[src/rtl/lmcc_map.svh]
// Constants of the local memory cycle control block.
`ifndef LMCC_MAP_SVH
`define LMCC_MAP_SVH
`define LMCC_ROM_BASE 20'hC_0000
`define LMCC_ROM_TOP_FULL 20'hF_FFFF
`define LMCC_ROM_TOP_PART 20'hD_FFFF
`define LMCC_ROM_CFG_RESET 1'b1
`define LMCC_UPPER_LSB 24
`define LMCC_BANK_LSB 20
`define LMCC_RAS_IDLE 4'hF
`define LMCC_CAS_IDLE 16'hFFFF
`endif

[src/rtl/lmcc_pkg.sv]
// Types of the local memory cycle control block.
package lmcc_pkg;
   typedef enum logic [1:0] {
      LMCC_IDLE = 2'b00,
      LMCC_ROW = 2'b01,
      LMCC_COL = 2'b10
   } lmcc_state_t;
   typedef enum logic [1:0] {
      LMCC_OWN_CPU = 2'b00,
      LMCC_OWN_DMA = 2'b01,
      LMCC_OWN_RFSH = 2'b10,
      LMCC_OWN_MASTER = 2'b11
   } lmcc_owner_t;
endpackage : lmcc_pkg

[src/rtl/lmcc_top.sv]
// Local memory cycle control: strobes, decodes and channel fault capture.
`timescale 1ns/1ps
`include "lmcc_map.svh"
module lmcc_top (
   input wire logic clk,
   input wire logic rst_n,
   input wire logic cfg_reset,
   input wire logic [3:0] byte_lane_sel_n,
   input wire logic [31:0] local_addr,
   input wire logic [1:0] status_n,
   input wire logic cpu_cycle,
   input wire logic dma_cycle,
   input wire logic refresh_cycle,
   input wire logic master_cycle,
   input wire logic cpu_mem_io,
   input wire logic cpu_start_n,
   input wire logic membus_cmd_n,
   input wire logic addr_decode_latch_n,
   input wire logic upper_addr_zero_i,
   output logic upper_addr_zero_o,
   output logic upper_addr_zero_oe,
   output logic local_dram_claim_n,
   output logic xbus_addr_bit_sixteen_o,
   output logic xbus_addr_bit_sixteen_oe,
   output logic xbus_data_en_n,
   input wire logic [7:0] dram_mux_addr_i,
   output logic [7:0] dram_mux_addr_o,
   output logic [7:0] dram_mux_addr_oe,
   input wire logic reg_access,
   input wire logic reg_write,
   input wire logic [7:0] dram_row_col_addr,
   input wire logic channel_fault_n,
   input wire logic data_cmd,
   input wire logic arb_phase,
   input wire logic [3:0] arb_level,
   output logic [31:0] fault_addr,
   output logic [1:0] fault_status,
   output logic fault_data_cmd,
   output logic fault_arb_phase,
   output logic [3:0] fault_arb_level,
   output logic fault_valid,
   output logic rom_sel_n,
   output logic rom_full_range_en,
   output logic [3:0] row_strobe_n,
   output logic [15:0] col_strobe_n
);
   // ****************************************
   // Input synchronisation
   // ****************************************
   logic [3:0] lane_n_s;
   logic [31:0] addr_s;
   logic [1:0] stat_s;
   logic [4:0] cyc_s;
   logic cmd_n_s, adl_n_s, uaz_s, flt_n_s, dc_s, arbp_s, start_n_s, acc_s, wr_s;
   logic [3:0] arbl_s;
   logic [7:0] mad_s, rcad_s;
   logic rst_cfg_s;
   lmcc_sync #(.WIDTH(4), .INIT(4'hF)) u_lane (.clk(clk), .rst_n(rst_n), .d(byte_lane_sel_n), .q(lane_n_s));
   lmcc_sync #(.WIDTH(32)) u_addr (.clk(clk), .rst_n(rst_n), .d(local_addr), .q(addr_s));
   lmcc_sync #(.WIDTH(2), .INIT(2'h3)) u_stat (.clk(clk), .rst_n(rst_n), .d(status_n), .q(stat_s));
   lmcc_sync #(.WIDTH(5)) u_cyc (.clk(clk), .rst_n(rst_n),
      .d({cpu_cycle, dma_cycle, refresh_cycle, master_cycle, cpu_mem_io}), .q(cyc_s));
   lmcc_sync #(.WIDTH(9), .INIT(9'h1FF)) u_ctl (.clk(clk), .rst_n(rst_n),
      .d({membus_cmd_n, addr_decode_latch_n, upper_addr_zero_i, channel_fault_n, data_cmd, arb_phase,
          cpu_start_n, reg_access, reg_write}),
      .q({cmd_n_s, adl_n_s, uaz_s, flt_n_s, dc_s, arbp_s, start_n_s, acc_s, wr_s}));
   lmcc_sync #(.WIDTH(4)) u_arbl (.clk(clk), .rst_n(rst_n), .d(arb_level), .q(arbl_s));
   lmcc_sync #(.WIDTH(16)) u_mad (.clk(clk), .rst_n(rst_n), .d({dram_mux_addr_i, dram_row_col_addr}),
      .q({mad_s, rcad_s}));
   lmcc_sync #(.WIDTH(1), .INIT(1'b1)) u_rcfg (.clk(clk), .rst_n(rst_n), .d(cfg_reset), .q(rst_cfg_s));

   // ****************************************
   // Cycle ownership
   // ****************************************
   lmcc_pkg::lmcc_owner_t owner;
   logic foreign;
   logic cpu_is, dma_is, rfsh_is, mst_is, memio_s;
   assign {cpu_is, dma_is, rfsh_is, mst_is, memio_s} = cyc_s;
   always_comb begin
      if (rfsh_is) begin
         owner = lmcc_pkg::LMCC_OWN_RFSH;
      end else if (mst_is) begin
         owner = lmcc_pkg::LMCC_OWN_MASTER;
      end else if (dma_is) begin
         owner = lmcc_pkg::LMCC_OWN_DMA;
      end else begin
         owner = lmcc_pkg::LMCC_OWN_CPU;
      end
   end
   assign foreign = (owner != lmcc_pkg::LMCC_OWN_CPU);

   // ****************************************
   // Decoding helpers
   // ****************************************
   // High when the eight upper address bits are all zero.
   function automatic logic upper_zero(input logic [31:0] addr);
      return addr[31:`LMCC_UPPER_LSB] == 8'h00;
   endfunction : upper_zero

   // ****************************************
   // Address and status latch
   // ****************************************
   logic adl_prev_ff, cmd_prev_ff, flt_prev_ff;
   logic [31:0] cyc_addr_ff;
   logic [1:0] cyc_stat_ff;
   logic uaz_lat_ff;
   logic adl_fall;
   logic uaz_cur;
   assign adl_fall = foreign && adl_prev_ff && !adl_n_s;
   always_ff @(posedge clk or negedge rst_n) begin
      if (!rst_n) begin
         adl_prev_ff <= 1'b1;
         cmd_prev_ff <= 1'b1;
         flt_prev_ff <= 1'b1;
      end else begin
         adl_prev_ff <= adl_n_s;
         cmd_prev_ff <= cmd_n_s;
         flt_prev_ff <= flt_n_s;
      end
   end
   always_ff @(posedge clk or negedge rst_n) begin
      if (!rst_n) begin
         cyc_addr_ff <= 32'h0000_0000;
         cyc_stat_ff <= 2'h3;
         uaz_lat_ff <= 1'b1;
      end else if (adl_fall) begin
         cyc_addr_ff <= addr_s;
         cyc_stat_ff <= stat_s;
         uaz_lat_ff <= uaz_s;
      end else if (!foreign && !start_n_s) begin
         cyc_addr_ff <= addr_s;
         cyc_stat_ff <= stat_s;
         uaz_lat_ff <= upper_zero(addr_s);
      end
   end
   // A foreign cycle decodes its address on the latch edge itself, so no stale bank is strobed.
   assign uaz_cur = adl_fall ? uaz_s : uaz_lat_ff;

   // ****************************************
   // Upper address zero and X bus
   // ****************************************
   assign upper_addr_zero_oe = !foreign;
   always_ff @(posedge clk or negedge rst_n) begin
      if (!rst_n) begin
         upper_addr_zero_o <= 1'b1;
      end else begin
         upper_addr_zero_o <= upper_zero(addr_s);
      end
   end
   always_ff @(posedge clk or negedge rst_n) begin
      if (!rst_n) begin
         xbus_addr_bit_sixteen_o <= 1'b0;
         xbus_addr_bit_sixteen_oe <= 1'b0;
      end else begin
         xbus_addr_bit_sixteen_o <= addr_s[16];
         xbus_addr_bit_sixteen_oe <= cpu_is && !memio_s;
      end
   end

   // ****************************************
   // Register access over the mux lines
   // ****************************************
   logic rom_cfg_reg_ff;
   logic reg_rd;
   assign reg_rd = acc_s && !wr_s && !cmd_n_s;
   assign xbus_data_en_n = !(acc_s && !cmd_n_s);
   assign dram_mux_addr_oe = (reg_rd || !acc_s) ? 8'hFF : 8'h00;
   always_ff @(posedge clk or negedge rst_n) begin
      if (!rst_n) begin
         dram_mux_addr_o <= 8'h00;
      end else if (acc_s) begin
         dram_mux_addr_o <= {7'h00, rom_cfg_reg_ff};
      end else begin
         dram_mux_addr_o <= rcad_s;
      end
   end
   always_ff @(posedge clk or negedge rst_n) begin
      if (!rst_n) begin
         rom_cfg_reg_ff <= `LMCC_ROM_CFG_RESET;
      end else if (rst_cfg_s) begin
         rom_cfg_reg_ff <= `LMCC_ROM_CFG_RESET;
      end else if (acc_s && wr_s && cmd_prev_ff && !cmd_n_s) begin
         rom_cfg_reg_ff <= mad_s[0];
      end
   end
   assign rom_full_range_en = rom_cfg_reg_ff;

   // ****************************************
   // ROM select and DRAM claim
   // ****************************************
   logic [31:0] cur_addr;
   logic [19:0] low_addr;
   logic rom_hit, dram_hit;
   logic addr_ok;
   assign addr_ok = (!foreign || !adl_n_s) && !(mst_is && !uaz_cur);
   assign cur_addr = (foreign && !adl_fall) ? cyc_addr_ff : addr_s;
   assign low_addr = cur_addr[19:0];
   always_comb begin
      rom_hit = 1'b0;
      if (cur_addr[31:20] == 12'h000 && low_addr >= `LMCC_ROM_BASE) begin
         if (rom_cfg_reg_ff) begin
            rom_hit = (low_addr <= `LMCC_ROM_TOP_FULL);
         end else begin
            rom_hit = (low_addr <= `LMCC_ROM_TOP_PART);
         end
      end
   end
   assign dram_hit = upper_zero(cur_addr) && !rom_hit && (memio_s || foreign) && addr_ok;
   always_ff @(posedge clk or negedge rst_n) begin
      if (!rst_n) begin
         rom_sel_n <= 1'b1;
         local_dram_claim_n <= 1'b1;
      end else begin
         rom_sel_n <= !(rom_hit && (memio_s || foreign) && addr_ok && !rfsh_is);
         if (mst_is && !uaz_cur) begin
            local_dram_claim_n <= 1'b1;
         end else begin
            local_dram_claim_n <= !(dram_hit && !rfsh_is);
         end
      end
   end

   // ****************************************
   // Row and column strobe sequencer
   // ****************************************
   lmcc_pkg::lmcc_state_t state_ff, nxt_state;
   logic [1:0] bank;
   logic active;
   assign bank = cur_addr[`LMCC_BANK_LSB+1:`LMCC_BANK_LSB];
   assign active = (dram_hit && !cmd_n_s) || (rfsh_is && !cmd_n_s);
   always_comb begin
      case (state_ff)
         lmcc_pkg::LMCC_IDLE: nxt_state = active ? lmcc_pkg::LMCC_ROW : lmcc_pkg::LMCC_IDLE;
         lmcc_pkg::LMCC_ROW: nxt_state = active ? lmcc_pkg::LMCC_COL : lmcc_pkg::LMCC_IDLE;
         lmcc_pkg::LMCC_COL: nxt_state = active ? lmcc_pkg::LMCC_COL : lmcc_pkg::LMCC_IDLE;
         default: nxt_state = lmcc_pkg::LMCC_IDLE;
      endcase
   end
   always_ff @(posedge clk or negedge rst_n) begin
      if (!rst_n) begin
         state_ff <= lmcc_pkg::LMCC_IDLE;
      end else if (rst_cfg_s) begin
         state_ff <= lmcc_pkg::LMCC_IDLE;
      end else begin
         state_ff <= nxt_state;
      end
   end
   always_ff @(posedge clk or negedge rst_n) begin
      if (!rst_n) begin
         row_strobe_n <= `LMCC_RAS_IDLE;
         col_strobe_n <= `LMCC_CAS_IDLE;
      end else if (rst_cfg_s || nxt_state == lmcc_pkg::LMCC_IDLE) begin
         row_strobe_n <= `LMCC_RAS_IDLE;
         col_strobe_n <= `LMCC_CAS_IDLE;
      end else if (rfsh_is) begin
         row_strobe_n <= 4'h0;
         col_strobe_n <= `LMCC_CAS_IDLE;
      end else begin
         row_strobe_n <= ~(4'h1 << bank);
         if (nxt_state == lmcc_pkg::LMCC_COL) begin
            col_strobe_n <= ~({12'h000, ~lane_n_s} << {bank, 2'b00});
         end
      end
   end

   // ****************************************
   // Channel fault capture
   // ****************************************
   lmcc_fault_latch u_fault (
      .clk(clk),
      .rst_n(rst_n),
      .fault_fall(flt_prev_ff && !flt_n_s),
      .chan_addr(cyc_addr_ff),
      .chan_status(cyc_stat_ff),
      .data_cmd(dc_s),
      .arb_phase(arbp_s),
      .arb_level(arbl_s),
      .fault_addr(fault_addr),
      .fault_status(fault_status),
      .fault_data_cmd(fault_data_cmd),
      .fault_arb_phase(fault_arb_phase),
      .fault_arb_level(fault_arb_level),
      .fault_valid(fault_valid)
   );
endmodule : lmcc_top

[src/rtl/lmcc_sync.sv]
// Two-stage synchroniser for pin inputs.
`timescale 1ns/1ps
module lmcc_sync #(
   parameter int WIDTH = 1,
   parameter logic [WIDTH-1:0] INIT = '0
) (
   input wire logic clk,
   input wire logic rst_n,
   input wire logic [WIDTH-1:0] d,
   output logic [WIDTH-1:0] q
);
   logic [WIDTH-1:0] meta_ff;
   always_ff @(posedge clk or negedge rst_n) begin
      if (!rst_n) begin
         meta_ff <= INIT;
         q <= INIT;
      end else begin
         meta_ff <= d;
         q <= meta_ff;
      end
   end
endmodule : lmcc_sync

[src/rtl/lmcc_fault_latch.sv]
// Capture of channel address and status on a channel fault.
`timescale 1ns/1ps
module lmcc_fault_latch (
   input wire logic clk,
   input wire logic rst_n,
   input wire logic fault_fall,
   input wire logic [31:0] chan_addr,
   input wire logic [1:0] chan_status,
   input wire logic data_cmd,
   input wire logic arb_phase,
   input wire logic [3:0] arb_level,
   output logic [31:0] fault_addr,
   output logic [1:0] fault_status,
   output logic fault_data_cmd,
   output logic fault_arb_phase,
   output logic [3:0] fault_arb_level,
   output logic fault_valid
);
   always_ff @(posedge clk or negedge rst_n) begin
      if (!rst_n) begin
         fault_addr <= 32'h0000_0000;
         fault_status <= 2'h0;
         fault_data_cmd <= 1'b0;
         fault_arb_phase <= 1'b0;
         fault_arb_level <= 4'h0;
         fault_valid <= 1'b0;
      end else if (fault_fall) begin
         fault_addr <= chan_addr;
         fault_status <= chan_status;
         fault_data_cmd <= data_cmd;
         fault_arb_phase <= arb_phase;
         fault_arb_level <= arb_level;
         fault_valid <= 1'b1;
      end
   end
endmodule : lmcc_fault_latch

[config.mk]
export PLATFORM = sky130hd
export DESIGN_NAME = lmcc_top
export DESIGN_NICKNAME = d
export VERILOG_FILES = /design/src/rtl/lmcc_pkg.sv /design/src/rtl/lmcc_top.sv /design/src/rtl/lmcc_sync.sv /design/src/rtl/lmcc_fault_latch.sv
export VERILOG_INCLUDE_DIRS = /design/src /design/src/rtl
export SDC_FILE = /design/constraint.sdc
export NUM_CORES = 1
export LEC_CHECK = 0
export BUFFER_PORTS_ARGS = -buffer_cell sky130_fd_sc_hd__buf_4
export CAP_MARGIN = 20
export CORE_MARGIN = 4
export CORE_UTILIZATION = 50
export CTS_CLUSTER_SIZE = 14
export DETAILED_ROUTE_END_ITERATION = 8
export PLACE_DENSITY_LB_ADDON = 0.12
export SLEW_MARGIN = 20
export SYNTH_ARGS = -nofsm -noshare
export SYNTH_HDL_FRONTEND = slang
export SYNTH_SLANG_ARGS = --single-unit
export TNS_END_PERCENT = 50
[constraint.sdc]
create_clock -name clk -period 2.65 [get_ports clk]
set_input_delay 0.53 -clock clk [delete_from_list [all_inputs] [get_ports clk]]
set_output_delay 0.53 -clock clk [all_outputs]
set_load 0.1 [all_outputs]
# Word-level counts from Yosys, hierarchy flattened
# Index checks and enable logic that the tools add are counted.
[word_totals]
input_bits = 75
elab_cells = 131
register_bits = 247
output_inout_bits = 85
[op_classes]
reduce_logical = 55
muxes = 27
n_eq_ne = 3
bitwise = 3
n_lt_le_gt_ge = 3
shifts = 2
[op_table]
columns = ["cell", "count"]
rows = [
  ["two-way mux 32 bit", 3],
  ["two-way mux 16 bit", 3],
  ["<= comparator 20 bit (second input constant)", 2],
  ["logical AND 1 bit", 24],
  [">= comparator 20 bit (second input constant)", 1],
  ["logical NOT 1 bit", 16],
  ["logical NOT 8 bit", 2],
  ["two-way mux 8 bit", 2],
  ["inverter 16 bit", 1],
  ["<< shifter 4 x 4 -> 16 bit", 1],
  ["logical NOT 12 bit", 1],
  ["two-way mux 2 bit", 6],
  ["two-way mux 1 bit", 10],
  ["two-way mux 4 bit", 2],
  ["inverter 4 bit", 2],
  ["nonzero test 2 bit", 3],
  ["logical OR 1 bit", 5],
  ["equality test 2 bit (second input constant)", 2],
  ["logical NOT 2 bit", 2],
  ["one-hot mux 2 bit (2 select lines)", 1],
  ["<< shifter 1 x 2 -> 4 bit (first input constant)", 1],
  ["nonzero test 3 bit", 1],
  ["equality test 2 x 1 -> 1 bit (second input constant)", 1],
  ["OR reduction 2 bit", 1],
]

# Longest topological paths before layout
[logic_depth]
word_depth = 24
mapped_depth = 8
mapped_depth_nobuf = 7

# Modules after synthesis
# Synthesis repeated with hierarchy kept, for this count alone.
[hier_totals]
cells_unflattened = 517
hier_area_um2 = 9009.9
[by_module_without_submodules]
columns = ["mod", "area_each_um2", "cells_each", "instances"]
rows = [
  ["lmcc_top", 3595.9, 284, 1],
  ["lmcc_fault_latch", 1720.4, 87, 1],
  ["lmcc_sync (u_addr)", 1601.5, 64, 1],
  ["lmcc_sync (u_mad)", 800.8, 32, 1],
  ["lmcc_sync (u_ctl)", 473.0, 18, 1],
  ["lmcc_sync (u_cyc)", 250.2, 10, 1],
  ["lmcc_sync (u_lane)", 210.2, 8, 1],
  ["lmcc_sync (u_arbl)", 200.2, 8, 1],
  ["lmcc_sync (u_stat)", 105.1, 4, 1],
  ["lmcc_sync (u_rcfg)", 52.6, 2, 1],
]

# Least setup slack after synthesis
# OpenSTA, ideal clock, no wires.
[synth_path]
kind = "flip-flop to output port"
start = "register u_ctl.q[8]"
end = "output dram_mux_addr_oe[1]"
setup_slack_ns = -1.330
path_stages_with_launch = 3
t_required_ns = 2.120
t_arrival_ns = 3.450
n_path_buf = 1
cell_sequence = "dfstp_2 -> o21ai_0 -> buf_4"
[synth_between]
elab_chain_len = 4
[synth_rtl]
columns = ["item", "line", "text"]
rows = [
  ["start: declaration", "lmcc_sync.sv:10", "output logic [WIDTH-1:0] q"],
  ["start signal: assignment", "lmcc_sync.sv:19", "q <= meta_ff;"],
  ["logical NOT 1 bit", "lmcc_top.sv:165", "assign reg_rd = acc_s && !wr_s && !cmd_n_s;"],
  ["logical AND 1 bit", "lmcc_top.sv:165", ""],
  ["logical OR 1 bit", "lmcc_top.sv:167", "assign dram_mux_addr_oe = (reg_rd || !acc_s) ? 8'hFF : 8'h00;"],
  ["two-way mux 8 bit", "lmcc_top.sv:167", ""],
  ["end: declaration", "lmcc_top.sv:28", "output logic [7:0] dram_mux_addr_oe,"],
]
# Every way passes these cells.

# Worst setup path in the final report
[layout_path]
start = "register state_ff[0]"
end = "register col_strobe_n[7]"
[layout_between]
elab_chain_len = 6
[layout_rtl]
columns = ["item", "line", "text"]
rows = [
  ["start: declaration", "lmcc_top.sv:226", "lmcc_pkg::lmcc_state_t state_ff, nxt_state;"],
  ["start signal: assignment", "lmcc_top.sv:241", "state_ff <= lmcc_pkg::LMCC_IDLE;"],
  ["start signal: assignment", "lmcc_top.sv:243", "state_ff <= lmcc_pkg::LMCC_IDLE;"],
  ["start signal: assignment", "lmcc_top.sv:245", "state_ff <= nxt_state;"],
  ["equality test 2 bit or equality test 2 x 1 -> 1 bit (tied branches)", "lmcc_top.sv:232", "case (state_ff)"],
  ["OR reduction 2 bit (no line)", "n/a", ""],
  ["one-hot mux 2 bit (2 select lines) *", "lmcc_top.sv:232", ""],
  ["logical NOT 2 bit", "lmcc_top.sv:252", "end else if (rst_cfg_s || nxt_state == lmcc_pkg::LMCC_IDLE) begin"],
  ["logical OR 1 bit", "lmcc_top.sv:252", ""],
  ["nonzero test 3 bit (no line) or two-way mux 16 bit (tied branches)", "n/a", ""],
  ["end signal: assignment", "lmcc_top.sv:251", "col_strobe_n <= `LMCC_CAS_IDLE;"],
  ["end signal: assignment", "lmcc_top.sv:254", "col_strobe_n <= `LMCC_CAS_IDLE;"],
  ["end signal: assignment", "lmcc_top.sv:257", "col_strobe_n <= `LMCC_CAS_IDLE;"],
  ["end: declaration", "lmcc_top.sv:45", "output logic [15:0] col_strobe_n"],
]
# Mark *: on every way between the ends. The rest lies on a longest branch, timed or not.
# A chain may end at the register's enable or synchronous reset.

==> metrics.yaml <==
placement:
  port_buffers: 152
  hpwl_um: 9900
  pre_cts_ws_ps: 316
  dp.cells: 852
  placed_area_um2: 9680
  routabilityCongestion: 0.833
final_layout:
  syn_to_final_growth_pct: 27.1
  fin_nets: 742
  stdcell_area_um2: 10500
  antenna_cells: 0
  layout-drive-gt1-share: 0.514
  final_cells: 901
  fin_util: 0.656
  fillers: 1168
routing:
  viasPerCell: 4.98
  wl_per_cell_um: 16.1
  routed_wl_um: 14500
  drc: 0
  drt_iter0_drc: 206
  first_pass_iters: 4
  antenna_left: 0
  vias: 4488
grt:
  grt_overflow: 0
  track_usage: 0.160
  first_global_vias: 4707
  grt_start_max_net_pins: 72
  antenna_found_initial: 0
  grt_pass1_wl_um: 23800
die:
  die_width_um: 137
  coreArea_um2: 16100
  die_h_um: 137
  rows: 46
  initial_core_util: 0.516
  ios: 160
  dieArea_um2: 18700
setup_path:
  endpoint_kind: "register"
  cp.required_ps: 3030
  critPathLaunchType: "register"
  critical_path_class: "register to register"
  crit_arrival_ps: 2750
  path_max_fanout: 16
power_and_ir_drop:
  cellPowerDensity_nw_per_um2: 956
  p_leak_nw: 4.60
  ir_worst_vdd_v: 0.000701
  power_mw: 10.1
logic_synthesis:
  syn-cell-area_um2: 8290
  synthDistinctLibCells: 49
  synthFlopType: "dfrtp_1"
  synth_top_area_share: 0.558
  synth_edf_count: 0
  synthTopCellsByArea: "dfrtp_1, dfstp_2, mux2_2, o211ai_1, nor3_1"
  synth_cells: 501
  syn_nets: 578
  async_flop_share: 1.00
  seq_area_frac_synth: 0.755
  syn_avg_cell_area_um2: 16.6
  yosysWarnings: 0
  ys_ff_latch: 247
  synth_top_area_cell: "dfrtp_1"
sta:
  fin_crit_ps: 2360
  finalSetupViolations: 0
  fin_crit_sh: 0.892
  drv_slew: 0
  finalHoldViolations: 0
  worst_pin_slew_ps: 753
  fin_setup_tns_ps: 0
  whs_ps: 123
  relSlewSlack: 0.498
  fin_worst_skew_ps: 13.0
  setup_ws_ps: 287
  fmax_ghz: 0.423
  rsz0062_at_grt: "false"
clock_tree:
  clk_latency_ps: 510
  post_cts_resized: 0
  clock_sinks: 247
  cts-root-buf: "clkbuf_16"
  clk_pin_slew_ps: 60
  cts_tree: "built"
  cts_made_buffers: 26
  cts_buffer_depth: 3
  htree_levels: 1
outcome:
  status: "completed"
worst_hold_path:
  hold_class: "primary input to register"
run:
  maxCapViolCount: 0
[layer usage]
metal	vias up	share of wire	wire length, um	global-route usage
met5	-	0	0	0
met4	0	0.021	306	0.0416
li1	2083	-	-	-
met1	2240	0.41	5890	0.211
met2	133	0.49	7130	0.263
met3	32	0.083	1200	0.0467
[placed cells by master, fill, tap and decap left out, types with 2 or more instances in the layout]
master / n
nand2_1: 5
o21ai_0: 13
or3_1: 4
clkbuf_16: 27
clkbuf_1: 9
clkinv_2: 3
nor2b_1: 12
nand3_1: 3
nand2b_1: 5
o211ai_1: 17
buf_12: 5
a211o_1: 2
inv_1: 6
mux2_2: 75
nor4_1: 5
dfrtp_1: 185
a2111oi_0: 4
buf_4: 157
a21oi_1: 16
nor4b_1: 2
dfstp_2: 62
clkinvlp_4: 2
nor2_1: 9
clkbuf_8: 6
nor3_1: 19
ha_1: 2
[synthesized netlist by cell type, types with 5 or more instances]
| master | count |
|---|---|
| a21oi_1 | 16 |
| buf_4 | 11 |
| buf_6 | 5 |
| clkbuf_1 | 8 |
| dfrtp_1 | 185 |
| dfstp_2 | 62 |
| inv_1 | 6 |
| mux2_2 | 75 |
| nand2_1 | 5 |
| nand2b_1 | 6 |
| nor2_1 | 9 |
| nor2b_1 | 12 |
| nor3_1 | 19 |
| nor4_1 | 5 |
| o211ai_1 | 17 |
| o21ai_0 | 14 |
[worst max-delay path, stage by stage, from the launching register on]
cell and delay, ps:
dfrtp_1 390, inv_1 60, ha_1 160, or3b_2 510, or2_1 240, a221o_1 480, nor3_1 270, o211ai_1 120
[state kept, by name, indices dropped and copies added, names as in the netlist, 5 cells and up]
register            count
u_mad.q                 9
u_cyc.meta_ff           5
cyc_addr_ff            32
u_addr.q               32
u_mad.meta_ff           9
col_strobe_n           16
dram_mux_addr_o         8
u_addr.meta_ff         32
u_cyc.q                 5
u_ctl.meta_ff           9
u_fault.fault_addr     32
u_ctl.q                 9
[what timing repair did]
action | CTS | global route
hold buffers | 1 | 0
hold endpoints to repair | 50 | 0
setup buffers | 0 | 0
[power by group]
part | total [mW] | internal, mW | switching [mW]
Clock | 3.49 | 2.13 | 1.35
Sequential | 4.38 | 4.17 | 0.201
Combinational | 2.21 | 0.547 | 1.66
[final timing paths]
| check | start | slack, ps | end | depth (start not counted) |
|---|---|---|---|---|
| max | state_ff[0] | 290 | col_strobe_n[7] | 7 |
| min | dram_row_col_addr[0] | 120 | u_mad.meta_ff[0] | 1 |
| max reg2reg | state_ff[0] | 290 | col_strobe_n[7] | 7 |
| min reg2reg | u_addr.meta_ff[17] | 340 | u_addr.q[17] | 0 |
| max in group asynchronous | rst_n | 1310 | col_strobe_n[10] | 3 |
| min in group asynchronous | rst_n | 570 | dram_mux_addr_o[1] | 2 |
[cells by family after synthesis]
| group | Yosys count | synth area share |
|---|---|---|
| adder cells (fa/ha/maj) | 2 | 0.00302 |
| flip-flops | 247 | 0.755 |
| AO/OA/AOI/OAI | 66 | 0.0602 |
| multiplexers | 75 | 0.102 |
| buffers and inverters | 35 | 0.0269 |
| AND/OR/NAND/NOR | 76 | 0.0534 |
[layout make-up]
| type | count | area (um^2) | share of cell area |
|---|---|---|---|
| Clock inverter | 6 | 60.1 | 0.00570 |
| Tap cell | 216 | 270 | 0.0256 |
| Clock buffer | 42 | 792 | 0.0751 |
| Timing Repair Buffer | 164 | 1300 | 0.124 |
| Sequential cell | 247 | 6260 | 0.594 |
| Inverter | 7 | 31.3 | 0.00297 |
| Multi-Input combinational cell | 219 | 1830 | 0.173 |
(Power assumes the default switching activity.)
